### config.mk
export PLATFORM = sky130hd
export DESIGN_NAME = dual_port_bidir_io
export DESIGN_NICKNAME = d
export VERILOG_FILES = /design/src/rtl/dual_port_bidir_io.v /design/src/rtl/port_pin_cell.v
export VERILOG_INCLUDE_DIRS = /design/src /design/src/rtl
export SDC_FILE = /design/constraint.sdc
export NUM_CORES = 1
export LEC_CHECK = 0
export BUFFER_PORTS_ARGS = -buffer_cell sky130_fd_sc_hd__buf_2
export CAP_MARGIN = 20
export CORE_MARGIN = 2
export CORE_UTILIZATION = 58
export DETAILED_ROUTE_END_ITERATION = 7
export PLACE_DENSITY_LB_ADDON = 0.15
export REMOVE_ABC_BUFFERS = 1
export SLEW_MARGIN = 25
export SYNTH_ARGS = -nofsm -noshare
export SYNTH_HDL_FRONTEND = slang
export SYNTH_SLANG_ARGS = --single-unit
### constraint.sdc
create_clock -name clk -period 2.3 [get_ports clk]
set_clock_uncertainty 0.2 [all_clocks]
set_input_delay 0.46 -clock clk [delete_from_list [all_inputs] [get_ports clk]]
set_output_delay 0.46 -clock clk [all_outputs]
set_load 0.05 [all_outputs]
### src/rtl/dual_port_bidir_io_regs.vh
// Register addresses, reset values and pin-function bit positions of the
// dual bidirectional port block. Included by the design files only.
`ifndef DUAL_PORT_BIDIR_IO_REGS_VH
`define DUAL_PORT_BIDIR_IO_REGS_VH

`define ADDR_FIRST_PORT_DATA        8'hC0
`define ADDR_FIRST_PORT_DIRECTION   8'hC1
`define ADDR_SECOND_PORT_DATA       8'hC2
`define ADDR_SECOND_PORT_DIRECTION  8'hC3
`define ADDR_SECOND_PORT_FUNC_SEL   8'hC9
`define ADDR_SECOND_PORT_OPEN_DRAIN 8'hDE
`define ADDR_FIRST_PORT_OPEN_DRAIN  8'hE4
`define ADDR_FIRST_PORT_PULLUP      8'hF8
`define ADDR_SECOND_PORT_PULLUP     8'hF9

`define RESET_DIRECTION   8'h00
`define RESET_OPEN_DRAIN  8'h00
`define RESET_PULLUP      8'h00
`define RESET_FUNC_SEL    8'h00

`define BIT_TIMER_ZERO    7
`define BIT_TIMER_ONE     6
`define BIT_TIMER_TWO     5
`define BIT_EVENT_COUNTER 4
`define BIT_IRQ_TWO       2
`define BIT_IRQ_ONE       1

`endif

### src/rtl/dual_port_bidir_io.v
// Two 8-bit bidirectional ports with a byte-wide control register port.
// Assumes a CPU-side strobe interface synchronous to clk; pins asynchronous.
//
// Summary of operation
// - Direction bit 1 drives pin, 0 inputs
// - Direction registers reset to 00h, all inputs
// - Direction registers are write-only, not readable
// - Written data appears on output pins
// - Data read returns sampled level on inputs
// - Data registers have no reset value
// - Open-drain bit 1 open drain, 0 push-pull
// - Open-drain registers write-only, reset 00h
// - Pull-up bit 0 enables, 1 disables
// - Output pins never have pull-up
// - First pull-up register write-only, reset 00h
// - Mode bit 0 port, 1 alternate function
// - Mode register write-only, reset 00h
// - Second direction only matters in port mode
// - First port data C0, direction C1
// - Second port data C2, direction C3
`timescale 1ns/1ns
`default_nettype none
`include "dual_port_bidir_io_regs.vh"

module dual_port_bidir_io #(
  parameter WIDTH = 8
) (
  // Clock and reset
  input  wire             clk,
  input  wire             rst_n,
  // Control register port
  input  wire [7:0]       reg_addr,
  input  wire             reg_wr,
  input  wire             reg_rd,
  input  wire [7:0]       reg_wdata,
  output reg  [7:0]       reg_rdata,
  output reg              reg_hit,
  // First port pins
  input  wire [WIDTH-1:0] first_pin_in,
  output wire [WIDTH-1:0] first_pin_out,
  output wire [WIDTH-1:0] first_pin_oe,
  output wire [WIDTH-1:0] first_pin_pullup_en,
  // Second port pins
  input  wire [WIDTH-1:0] second_pin_in,
  output wire [WIDTH-1:0] second_pin_out,
  output wire [WIDTH-1:0] second_pin_oe,
  output wire [WIDTH-1:0] second_pin_pullup_en,
  // Peripheral alternate functions
  input  wire             timer_zero_output,
  input  wire             timer_one_output,
  input  wire             timer_two_output,
  output wire             event_counter_input,
  output wire             external_irq_one,
  output wire             external_irq_two
);

  reg  [WIDTH-1:0] first_data_reg;
  reg  [WIDTH-1:0] second_data_reg;
  reg  [WIDTH-1:0] first_dir_reg;
  reg  [WIDTH-1:0] second_dir_reg;
  reg  [WIDTH-1:0] first_od_reg;
  reg  [WIDTH-1:0] second_od_reg;
  reg  [WIDTH-1:0] first_pu_reg;
  reg  [WIDTH-1:0] second_pu_reg;
  reg  [WIDTH-1:0] func_sel_reg;
  reg  [7:0]       rdata_next;
  reg              hit_next;
  wire [WIDTH-1:0] first_level;
  wire [WIDTH-1:0] second_level;

  wire wr_first_data  = reg_wr && (reg_addr == `ADDR_FIRST_PORT_DATA);
  wire wr_second_data = reg_wr && (reg_addr == `ADDR_SECOND_PORT_DATA);

  // Control registers; whole-byte writes only, software must not RMW
  always @(posedge clk or negedge rst_n)
  begin
    if (!rst_n)
    begin
      first_dir_reg  <= `RESET_DIRECTION;
      second_dir_reg <= `RESET_DIRECTION;
      first_od_reg   <= `RESET_OPEN_DRAIN;
      second_od_reg  <= `RESET_OPEN_DRAIN;
      first_pu_reg   <= `RESET_PULLUP;
      second_pu_reg  <= `RESET_PULLUP;
      func_sel_reg   <= `RESET_FUNC_SEL;
    end
    else if (reg_wr)
    begin
      case (reg_addr)
        `ADDR_FIRST_PORT_DIRECTION:   first_dir_reg  <= reg_wdata;
        `ADDR_SECOND_PORT_DIRECTION:  second_dir_reg <= reg_wdata;
        `ADDR_FIRST_PORT_OPEN_DRAIN:  first_od_reg   <= reg_wdata;
        `ADDR_SECOND_PORT_OPEN_DRAIN: second_od_reg  <= reg_wdata;
        `ADDR_FIRST_PORT_PULLUP:      first_pu_reg   <= reg_wdata;
        `ADDR_SECOND_PORT_PULLUP:     second_pu_reg  <= reg_wdata;
        `ADDR_SECOND_PORT_FUNC_SEL:   func_sel_reg   <= reg_wdata;
        default:                      first_dir_reg  <= first_dir_reg;
      endcase
    end
  end

  // Data registers carry no reset; pins are inputs until software writes the direction registers
  always @(posedge clk)
  begin
    if (wr_first_data)
      first_data_reg <= reg_wdata;
    if (wr_second_data)
      second_data_reg <= reg_wdata;
  end

  // Read path: data registers mix latch and pin per direction
  always @*
  begin
    rdata_next = 8'h00;
    hit_next   = 1'b1;
    case (reg_addr)
      `ADDR_FIRST_PORT_DATA:
        rdata_next = (first_data_reg & first_dir_reg) | (first_level & ~first_dir_reg);
      `ADDR_SECOND_PORT_DATA:
        rdata_next = (second_data_reg & second_dir_reg) |
                     (second_level & ~second_dir_reg);
      `ADDR_FIRST_PORT_DIRECTION,
      `ADDR_SECOND_PORT_DIRECTION,
      `ADDR_FIRST_PORT_OPEN_DRAIN,
      `ADDR_SECOND_PORT_OPEN_DRAIN,
      `ADDR_FIRST_PORT_PULLUP,
      `ADDR_SECOND_PORT_PULLUP,
      `ADDR_SECOND_PORT_FUNC_SEL:
        rdata_next = 8'h00;
      default:
        hit_next = 1'b0;
    endcase
  end

  always @(posedge clk or negedge rst_n)
  begin
    if (!rst_n)
    begin
      reg_rdata <= 8'h00;
      reg_hit   <= 1'b0;
    end
    else
    begin
      reg_rdata <= reg_rd ? rdata_next : 8'h00;
      reg_hit   <= reg_rd & hit_next;
    end
  end

  // Second port: function bits override direction and data
  reg [WIDTH-1:0] sec_drive_en;
  reg [WIDTH-1:0] sec_drive_val;
  always @*
  begin
    sec_drive_en  = second_dir_reg & ~func_sel_reg;
    sec_drive_val = second_data_reg;
    if (func_sel_reg[`BIT_TIMER_ZERO])
    begin
      sec_drive_en[`BIT_TIMER_ZERO]  = 1'b1;
      sec_drive_val[`BIT_TIMER_ZERO] = timer_zero_output;
    end
    if (func_sel_reg[`BIT_TIMER_ONE])
    begin
      sec_drive_en[`BIT_TIMER_ONE]  = 1'b1;
      sec_drive_val[`BIT_TIMER_ONE] = timer_one_output;
    end
    if (func_sel_reg[`BIT_TIMER_TWO])
    begin
      sec_drive_en[`BIT_TIMER_TWO]  = 1'b1;
      sec_drive_val[`BIT_TIMER_TWO] = timer_two_output;
    end
  end

  // Input functions read low when not selected, so peripherals see idle
  assign event_counter_input =
    func_sel_reg[`BIT_EVENT_COUNTER] & second_level[`BIT_EVENT_COUNTER];
  assign external_irq_two = func_sel_reg[`BIT_IRQ_TWO] & second_level[`BIT_IRQ_TWO];
  assign external_irq_one = func_sel_reg[`BIT_IRQ_ONE] & second_level[`BIT_IRQ_ONE];

  port_pin_cell #(
    .WIDTH (WIDTH)
  ) u_first (
    .clk           (clk),
    .rst_n         (rst_n),
    .drive_en      (first_dir_reg),
    .drive_val     (first_data_reg),
    .open_drain    (first_od_reg),
    .pullup_off    (first_pu_reg),
    .pin_in        (first_pin_in),
    .pin_out       (first_pin_out),
    .pin_oe        (first_pin_oe),
    .pin_pullup_en (first_pin_pullup_en),
    .pin_level     (first_level)
  );

  port_pin_cell #(
    .WIDTH (WIDTH)
  ) u_second (
    .clk           (clk),
    .rst_n         (rst_n),
    .drive_en      (sec_drive_en),
    .drive_val     (sec_drive_val),
    .open_drain    (second_od_reg),
    .pullup_off    (second_pu_reg),
    .pin_in        (second_pin_in),
    .pin_out       (second_pin_out),
    .pin_oe        (second_pin_oe),
    .pin_pullup_en (second_pin_pullup_en),
    .pin_level     (second_level)
  );

endmodule

`default_nettype wire

### src/rtl/port_pin_cell.v
// One 8-bit port's pin drivers: direction, open drain, pull-up, input sync.
// Assumes an asynchronous pin input and a shared clock with the register file.
`timescale 1ns/1ns
`default_nettype none

module port_pin_cell #(
  parameter WIDTH = 8
) (
  // Clock and reset
  input  wire             clk,
  input  wire             rst_n,
  // Effective control per pin
  input  wire [WIDTH-1:0] drive_en,
  input  wire [WIDTH-1:0] drive_val,
  input  wire [WIDTH-1:0] open_drain,
  input  wire [WIDTH-1:0] pullup_off,
  // Pin signals
  input  wire [WIDTH-1:0] pin_in,
  output wire [WIDTH-1:0] pin_out,
  output wire [WIDTH-1:0] pin_oe,
  output wire [WIDTH-1:0] pin_pullup_en,
  // Synchronised level
  output wire [WIDTH-1:0] pin_level
);

  reg [WIDTH-1:0] sync_a_reg;
  reg [WIDTH-1:0] sync_b_reg;

  // Two stages keep metastability out of the read path
  always @(posedge clk or negedge rst_n)
  begin
    if (!rst_n)
    begin
      sync_a_reg <= {WIDTH{1'b0}};
      sync_b_reg <= {WIDTH{1'b0}};
    end
    else
    begin
      sync_a_reg <= pin_in;
      sync_b_reg <= sync_a_reg;
    end
  end
  assign pin_level = sync_b_reg;

  genvar i;
  generate
    for (i = 0; i < WIDTH; i = i + 1)
    begin : g_pin
      // Open drain only pulls low; a high bit releases the pin
      assign pin_oe[i]  = drive_en[i] & ~(open_drain[i] & drive_val[i]);
      assign pin_out[i] = drive_val[i];
      assign pin_pullup_en[i] = ~drive_en[i] & ~pullup_off[i];
    end
  endgenerate

endmodule

`default_nettype wire

# Word-level counts from Yosys, hierarchy flattened
# Cells that the tools add are included.
# classes
bitwise	110
n_eq_ne	9
reduce_logical	10
muxes	9
# ops
operator	n
$eq A8 B8 Y1 const B	9
$and A1 B1 Y1	52
$not A1 Y1	48
$and A8 B8 Y8	5
$not A8 Y8	3
$or A8 B8 Y8	2
$pmux W8 S2	1
$reduce_and A2 Y1	7
$reduce_or A9 Y1	1
$mux W8	1
$mux W1	7
$logic_and A1 B1 Y1	2
# totals
out_inout_bits	60
in_bits	39
wordCells	153
register_bits	113

# Depth between registers and ports, before layout
# Gate-level depths: netlist of the first run.
# logic_depth
ltp_word	5
depth_mapped	5
depth_no_buf	3

# By module
# A second synthesis of the first run with hierarchy kept.
# hier_totals
hier_cells	297
hier_area_um2	4564.4
# modules_own_cells
mod	seq_area_each_um2	area_per_inst_um2	instances	cells_each
dual_port_bidir_io	2107.0	3403.3	1	217
port_pin_cell	400.4	580.6	2	40

# Least setup slack after synthesis of the first run
# No wires, ideal clock.
# synth_timing
kind	reg-to-output
startpoint	register first_data_reg[0]
endpoint	output first_pin_oe[0]
required_ps	1640
n_path_buf	0
arrival_time_ps	1817
stages_incl_launch_ff	2
slack_ps	-177
path_cell_list	edfxtp_1 > a21boi_0
# synth_via
elab_chain_cells	3
# synth_lines
item	line	rtl
start, declared	dual_port_bidir_io.v:57	reg [WIDTH-1:0] first_data_reg;
start signal, assigned	dual_port_bidir_io.v:106	first_data_reg <= reg_wdata;
$and A1 B1 Y1	port_pin_cell.v:50	assign pin_oe[i] = drive_en[i] & ~(open_drain[i] & drive_val[i]);
$not A1 Y1	port_pin_cell.v:50	
$and A1 B1 Y1	port_pin_cell.v:50	
end, declared	dual_port_bidir_io.v:41	output wire [WIDTH-1:0] first_pin_oe,
# No other way between the ends.

# Worst setup path after layout of the first run
# layout_timing
startpoint	register func_sel_reg[2]
endpoint	output second_pin_oe[2]
# layout_via
elab_chain_cells	3
# layout_lines
item	line	rtl
start, declared	dual_port_bidir_io.v:65	reg [WIDTH-1:0] func_sel_reg;
start signal, assigned	dual_port_bidir_io.v:85	func_sel_reg <= `RESET_FUNC_SEL;
start signal, assigned	dual_port_bidir_io.v:96	`ADDR_SECOND_PORT_FUNC_SEL: func_sel_reg <= reg_wdata;
$not A8 Y8	dual_port_bidir_io.v:154	sec_drive_en = second_dir_reg & ~func_sel_reg;
$and A8 B8 Y8	dual_port_bidir_io.v:154	
$and A1 B1 Y1	port_pin_cell.v:50	
end, declared	dual_port_bidir_io.v:46	output wire [WIDTH-1:0] second_pin_oe,
# No other way between the ends.

==> results of run 1 <==
[power by group]
group	switching [µW]	internal, µW	leakage (µW)	total [µW]
Clock	837	1450	0.000258	2280
Sequential	47.1	2110	0.00141	2150
Combinational	338	169	0.00116	507
Total	1220	3720	0.00283	4940
[layout by cell type, fill, tap and decap left out, drive strengths merged]
master,n
or3,2
nand4b,2
clkbuf,20
and3b,1
edfxtp,16
a2111oi,3
clkinv,6
clkinvlp,1
nand2,1
a21boi,8
or3b,1
nand4,3
nor3b,1
mux2i,8
or2,1
nand3b,4
nor3,6
a211o,1
and2,3
nor2,11
a21oi,8
mux2,59
bufinv,1
nor2b,13
nand3,2
inv,2
a211oi,16
and3,1
dlygate4sd3,17
nor4,6
dfrtp,97
nand2b,7
buf,124
[per-layer routing]
metal  up-vias  routed length, µm
met1      1541               4620
met4         0                155
li1       1374                  -
met3        12                703
met5         -                  0
met2       133               5170
[cell families after synthesis]
group           Yosys count  synth area share (%)
buf+inv                  15                  1.90
flops                   113                  65.0
simple gates             65                  10.8
mux                      67                  16.6
compound gates           36                  5.70
[worst min path at each step]
stage | endpoint | slack, ns | cells after the start
after floorplan | first_dir_reg[0] | -0.04 | 0
after global placement | u_first.pin_level[3] | 0.13 | 0
after detailed placement | u_first.pin_level[6] | 0.13 | 0
after CTS | second_data_reg[6] | 0.03 | 1
after global routing | second_data_reg[1] | 0.04 | 1
final | second_data_reg[1] | 0.05 | 1
[cell type report]
type | instances | area [µm²]
inverters | 2 | 7.51
flip-flops and latches | 113 | 2910
clock buffers | 20 | 445
clock inverters | 8 | 67.6
fillers | 460 | 1650
repair buffers | 141 | 886
well taps | 102 | 128
multi-input cells | 168 | 1510
[through the flow]
stage                     area, µm²  power (µW)  std cells  hold slack, ns
after global routing           5950        5120        554          0.0430
after detailed placement       5230        2660        508           0.135
after floorplan                4400        2460        283         -0.0356
final                          5950        4940        554          0.0516
after global placement         5230        2640        508           0.131
after CTS                      5930        4970        554          0.0259
[repair_timing]
| item | 4_1_cts | 5_1_grt |
|---|---|---|
| endpoints found under the hold margin | 39 | 0 |
| resized for setup | 5 | 5 |
| pin swaps | 0 | 1 |
| buffers inserted | 1 | 0 |
| hold buffers | 17 | 0 |
| setup endpoints to repair | 3 | 2 |
==> impl_metrics.csv, run 1 <==
group,metric,value,unit
outcome,status,"finished, final reports clean",
worst_setup_path,end_kind,"primary output",
yosys,ys_top_cells_by_area,"dfrtp_1 54%, mux2_2 15%, edfxtp_1 11%, nor4_4 2.9%, a211oi_1 2.7%",
clocking,cts_buffers,17,
timing,hold_viol,0,
yosys,synth_seq_cells,113,
worst_setup_path,timing.rr.end,"reg_rdata[2]",
timing,final.setup.worst_slack,0.0741,ns
worst_setup_path,crit_cells,3,
clocking,clk_path_buf_depth,2,
placement,dp_hpwl,6860,µm
route,drt-total-wl,10700,µm
timing,fin_crit_sh,96.8,%
timing,worstMarginPinSlew,0.541,ns
placement,io_buffer_count,98,
finish,drive_gt1_share,48.7,%
floorplanning,start_util,58.8,%
route,dr.pass1.iters,4,
route,drt-vias-per-instance,5.52,
clocking,insertion_delay,0.50,ns
finish,nets,482,
floorplanning,core.rowCount,32,
clocking,cts.clk_slew.worst_paths,0.05,ns
yosys,ys_async_sr_fraction,85.8,%
worst_setup_path,r2r_cells,3,
timing,max_freq,449,MHz
route,postRouteAntennaNets,0,
clocking,htreeDepth,4,
yosys,synth_flop_cell,"dfrtp_1",
timing,rsz0062_at_grt,"no",
route,drt_iter0_markers,222,
pwr,ir_drop,0.000604,V
worst_setup_path,worstSetupStartpointType,"flop",
yosys,ys_types,33,
yosys,ys_warn_count,0,
placement,pre_cts_slack,0.0631,ns
worst_setup_path,crit_arrival,1.57,ns
grt,globalRouteMet2Util,42.3,%
clocking,tritoncts,"yes",
yosys,synth_most_common_cell,"dfrtp_1",
timing,period_minus_slack,2.23,ns
yosys,synth-edff-count,16,
worst_setup_path,slowest_delay,0.38,ns
yosys,synth.largest_area_cell,"dfrtp_1",
timing,setup_tns,0,ns
pwr,p_per_area,831,nW/µm²
yosys,syn_avg_cell_area,15.1,µm²
worst_setup_path,crit_start,"func_sel_reg[2]",
floorplanning,die_area,8440,µm²
timing,finalSetupViolCount,0,
min_path,min-delay-start,"reg_wdata[1]",
worst_setup_path,worstPathCellList,"nand2b_1 -> a21oi_1 -> buf_2",
floorplanning,die_y,91.9,µm
grt,grt_max_degree,50,
grt,grt_pass1_vias,3115,
worst_setup_path,path_max_fanout,3,
yosys,synthCells,296,
floorplanning,fp.coreArea,7610,µm²
finish,utilization,78.3,%
grt,grt_use_total,27.6,%
worst_setup_path,ff2ff_setup_slack,1.06,ns
worst_setup_path,critPathKind,"reg2out",
grt,grt_antenna_before_repair,0,
timing,finalMaxSlewViolations,0,
yosys,netlist_area,4480,µm²
grt,grt_busiest_layer,"met2",
yosys,synth_seq_area_share,65.0,%
finish,antenna_cells,0,
route,wl_per_cell,19.2,µm
floorplanning,die_x,91.9,µm
worst_setup_path,crit_buf_inv,1,
timing,worst_slew_margin_rel,63.9,%
job,cap_viol_max_count,0,
grt,met1_usage,38.6,%
route,drt_drc_violations_left,0,
worst_setup_path,slowest_stage,"dfrtp_1",
yosys,yosys-top-cells-count,"97 x dfrtp_1, 58 x mux2_2, 16 x a211oi_1, 16 x edfxtp_1, 13 x nor2b_1",
placement,routabilityCongestion,0.814,
worst_setup_path,critPathCapture,"second_pin_oe[2]",
floorplanning,io_pins,99,
grt,grt_pass1_wl,17000,µm
clocking,root_buffer,"clkbuf_8",
min_path,worstHoldPathType,"in2reg",
clocking,cts_sinks,113,
pwr,leakagePower,0.00283,µW
worst_setup_path,reg2reg_from,"first_dir_reg[2]",
worst_setup_path,crit_family,"flip-flops",
finish,syn_to_final_growth,33.0,%
yosys,synth.top_cell.area_share,54.2,%
grt,met3_usage,7.48,%
grt,grt_overflow_total,0,
route,route.vias.total,3060,
worst_setup_path,worst_ep_required_time,1.64,ns
No activity file was read; power rests on OpenSTA's default activity.
==> run 2, diff against run 1 <==
--- a/config.mk
+++ b/config.mk
@@ -6,8 +6,8 @@
 export SDC_FILE = /design/constraint.sdc
 export NUM_CORES = 1
 export LEC_CHECK = 0
+export ABC_AREA = 1
 export BUFFER_PORTS_ARGS = -buffer_cell sky130_fd_sc_hd__buf_2
-export CAP_MARGIN = 20
 export CORE_MARGIN = 2
 export CORE_UTILIZATION = 58
 export DETAILED_ROUTE_END_ITERATION = 7
==> run 2 against run 1 <==
  * Cell count grew 23%
  * Non-clock buffer count decreased by 4
  * Wire length rose by 3.2%
  * Via count rose by 15%
  * Utilization grew 0.62 points
  * Synthesized area is 0.75% higher
  * Setup slack lost 0.033 ns
  * Clock power grew 15%
  * Sequential power is essentially flat
  * Clock-buffer cell count unchanged
  * Critical path depth stayed put
==> impl_metrics.csv, run 2 <==
group,metric,value,unit
yosys,synth.top_cell.area_share,53.8,%
yosys,synth-edff-count,16,
finish,mostFrequentLayoutCell,"nand2_1",
pwr,p_per_area,890,nW/µm²
worst_setup_path,slowest_delay,0.37,ns
timing,worst_slew_margin_rel,65.2,%
yosys,ys_async_sr_fraction,85.8,%
min_path,min-delay-start,"u_second.sync_a_reg[1]",
floorplanning,fp.coreArea,7650,µm²
yosys,ys_warn_count,0,
yosys,synth_most_common_cell,"nand2_1",
job,cap_viol_max_count,0,
grt,grt_overflow_total,0,
worst_setup_path,worst_ep_required_time,1.64,ns
clocking,clk_path_buf_depth,2,
worst_setup_path,reg2reg_from,"second_dir_reg[7]",
route,dr.pass1.iters,5,
route,wl_per_cell,16.1,µm
yosys,ys_top_cells_by_area,"dfrtp_1 54%, edfxtp_1 11%, nand2_1 10%, o21a_1 5.3%, a21oi_1 3.2%",
min_path,worstHoldPathType,"reg2reg",
timing,whs,0.147,ns
timing,max_freq,443,MHz
timing,rsz0062_at_grt,"no",
worst_setup_path,crit_arrival,1.60,ns
worst_setup_path,ff2ff_setup_slack,1.03,ns
grt,grt_pass1_wl,17800,µm
timing,finalSetupViolCount,0,
finish,antenna_cells,0,
grt,grt_max_degree,47,
timing,period_minus_slack,2.26,ns
min_path,hold_depth,0,
min_path,hold_end,"u_second.pin_level[1]",
route,drt-total-wl,11000,µm
clocking,tritoncts,"yes",
route,postRouteAntennaNets,0,
route,drt_iter0_markers,143,
worst_setup_path,worstPathCellList,"mux2_2 -> a21oi_2 -> buf_4",
finish,syn_to_final_growth,33.7,%
clocking,insertion_delay,0.50,ns
clocking,root_buffer,"clkbuf_8",
finish,drive_gt1_share,30.6,%
placement,dp_hpwl,7000,µm
worst_setup_path,worstSetupStartpointType,"flop",
clocking,htreeDepth,4,
clocking,cts.clk_slew.worst_paths,0.06,ns
yosys,synthCells,422,
finish,final_area,6030,µm²
grt,grt_pass1_vias,3530,
clocking,cts_buffers,17,
floorplanning,core.rowCount,32,
floorplanning,die_y,92.2,µm
yosys,netlist_area,4510,µm²
finish,finalNonFillerCells,681,
clocking,cts_sinks,113,
pwr,leakagePower,0.00287,µW
worst_setup_path,path_max_fanout,2,
floorplanning,die_area,8500,µm²
yosys,synth.largest_area_cell,"dfrtp_1",
pwr,ir_drop,0.000606,V
route,drt_drc_violations_left,0,
floorplanning,start_util,59.0,%
placement,dp.cells,620,
placement,place_area,5130,µm²
yosys,syn_avg_cell_area,10.7,µm²
worst_setup_path,timing.rr.end,"reg_rdata[7]",
grt,grt_use_total,27.9,%
placement,io_buffer_count,98,
placement,pre_cts_slack,0.332,ns
timing,hold_viol,0,
finish,nets,605,
yosys,synth_seq_area_share,64.5,%
grt,grt_antenna_before_repair,0,
floorplanning,die_x,92.2,µm
timing,finalMaxSlewViolations,0,
timing,worstMarginPinSlew,0.521,ns
timing,final.setup.worst_slack,0.0407,ns
worst_setup_path,end_kind,"primary output",
timing,fin_crit_sh,98.2,%
yosys,ys_types,23,
finish,final_cell_mix,"123 x nand2_1, 97 x dfrtp_1, 93 x buf_2, 32 x inv_1, 32 x o21a_1",
route,drt-vias-per-instance,5.19,
outcome,status,"finished, final reports clean",
route,route.vias.total,3531,
worst_setup_path,critPathKind,"reg2out",
floorplanning,io_pins,99,
yosys,synth_seq_cells,113,
worst_setup_path,r2r_cells,3,
placement,routabilityCongestion,0.809,
pwr,finalPower,5370,µW
yosys,yosys-top-cells-count,"123 x nand2_1, 97 x dfrtp_1, 32 x inv_1, 32 x o21a_1, 29 x a21oi_1",
worst_setup_path,slowest_stage,"dfrtp_1",
yosys,synth_flop_cell,"dfrtp_1",
finish,fill_cells,487,
run 2: cell count changes after synthesis, sizes merged, moves of 5 or more:
cell    before  now
mux2        59   11
nor2b       13    0
a211oi      16    0
clkbuf       5    0
mux2i        8    0
nor4         6    0
nand2        1  124
a21boi       8    0
a21oi        8   29
inv          2   35
nand2b       7    0
o21a         0   32
nor2        11   29
o21ai        0   24
run 2: final cells by class:
| class | instances | area [µm²] | share of cell area, % |
|---|---|---|---|
| clock buffers | 20 | 445 | 7.38 |
| clock inverters | 12 | 155 | 2.57 |
| inverters | 35 | 134 | 2.22 |
| multi-input cells | 262 | 1380 | 22.8 |
| flip-flops and latches | 113 | 2910 | 48.2 |
| well taps | 102 | 128 | 2.12 |
| repair buffers | 137 | 886 | 14.7 |
run 2: cells by family after synthesis:
logic type      count (synthesis)  share of synthesized area [%]
simple gates                  166                           16.3
flops                         113                           64.5
compound gates                 85                           11.2
buf+inv                        47                           5.33
mux                            11                           2.75
run 2: metal layers:
metal | global-route usage, % | up-vias | routed length, µm
li1 | - | 1665 | -
met1 | 37.4 | 1719 | 4750
met2 | 46.1 | 132 | 5470
met3 | 6.49 | 15 | 667
met4 | 7.71 | 0 | 103
met5 | 0 | - | 0
run 2: worst max path at each step:
| stage | from | end | slack (ns) | cells after the start |
|---|---|---|---|---|
| 6_report | func_sel_reg[7] | second_pin_oe[7] | 0.04 | 3 |
| 5_1_grt | func_sel_reg[7] | second_pin_oe[7] | 0.002 | 3 |
| 4_1_cts | func_sel_reg[7] | second_pin_oe[7] | 0.01 | 3 |
| 3_5_place_dp | reg_addr[5] | first_dir_reg[2] | 0.33 | 6 |
| 3_3_place_gp | timer_zero_output | second_pin_oe[7] | 0.38 | 4 |
| 2_1_floorplan | timer_one_output | second_pin_oe[6] | -0.02 | 2 |
run 2: critical path: cells and delay by family, from the launching register on:
kind / cells / cell delay, ns
buffers and inverters: 1 / 0.21
AO/OA/AOI/OAI: 1 / 0.14
multiplexers: 1 / 0.37
flip-flops: 1 / 0.37
run 2: timing repair:
action / 4_1_cts / 5_1_grt
setup buffers: 2 / 1
endpoints found under the setup margin: 3 / 3
hold endpoints to repair: 56 / 0
hold buffers: 26 / 0
cloned: 0 / 0
gates resized for setup: 3 / 3
run 2: stage by stage:
| stage | setup TNS [ns] | util [%] |
|---|---|---|
| floorplan | -0.0535 | - |
| global placement | 0 | 67.1 |
| detailed placement | 0 | 67.1 |
| CTS | 0 | 78.7 |
| global route | 0 | 78.9 |
| finish | 0 | 78.9 |
run 2: power breakdown:
part	switching, µW	total (µW)	internal [µW]
sequential	59.3	2180	2130
clock	907	2620	1710
combinational	383	565	183
total	1350	5370	4020
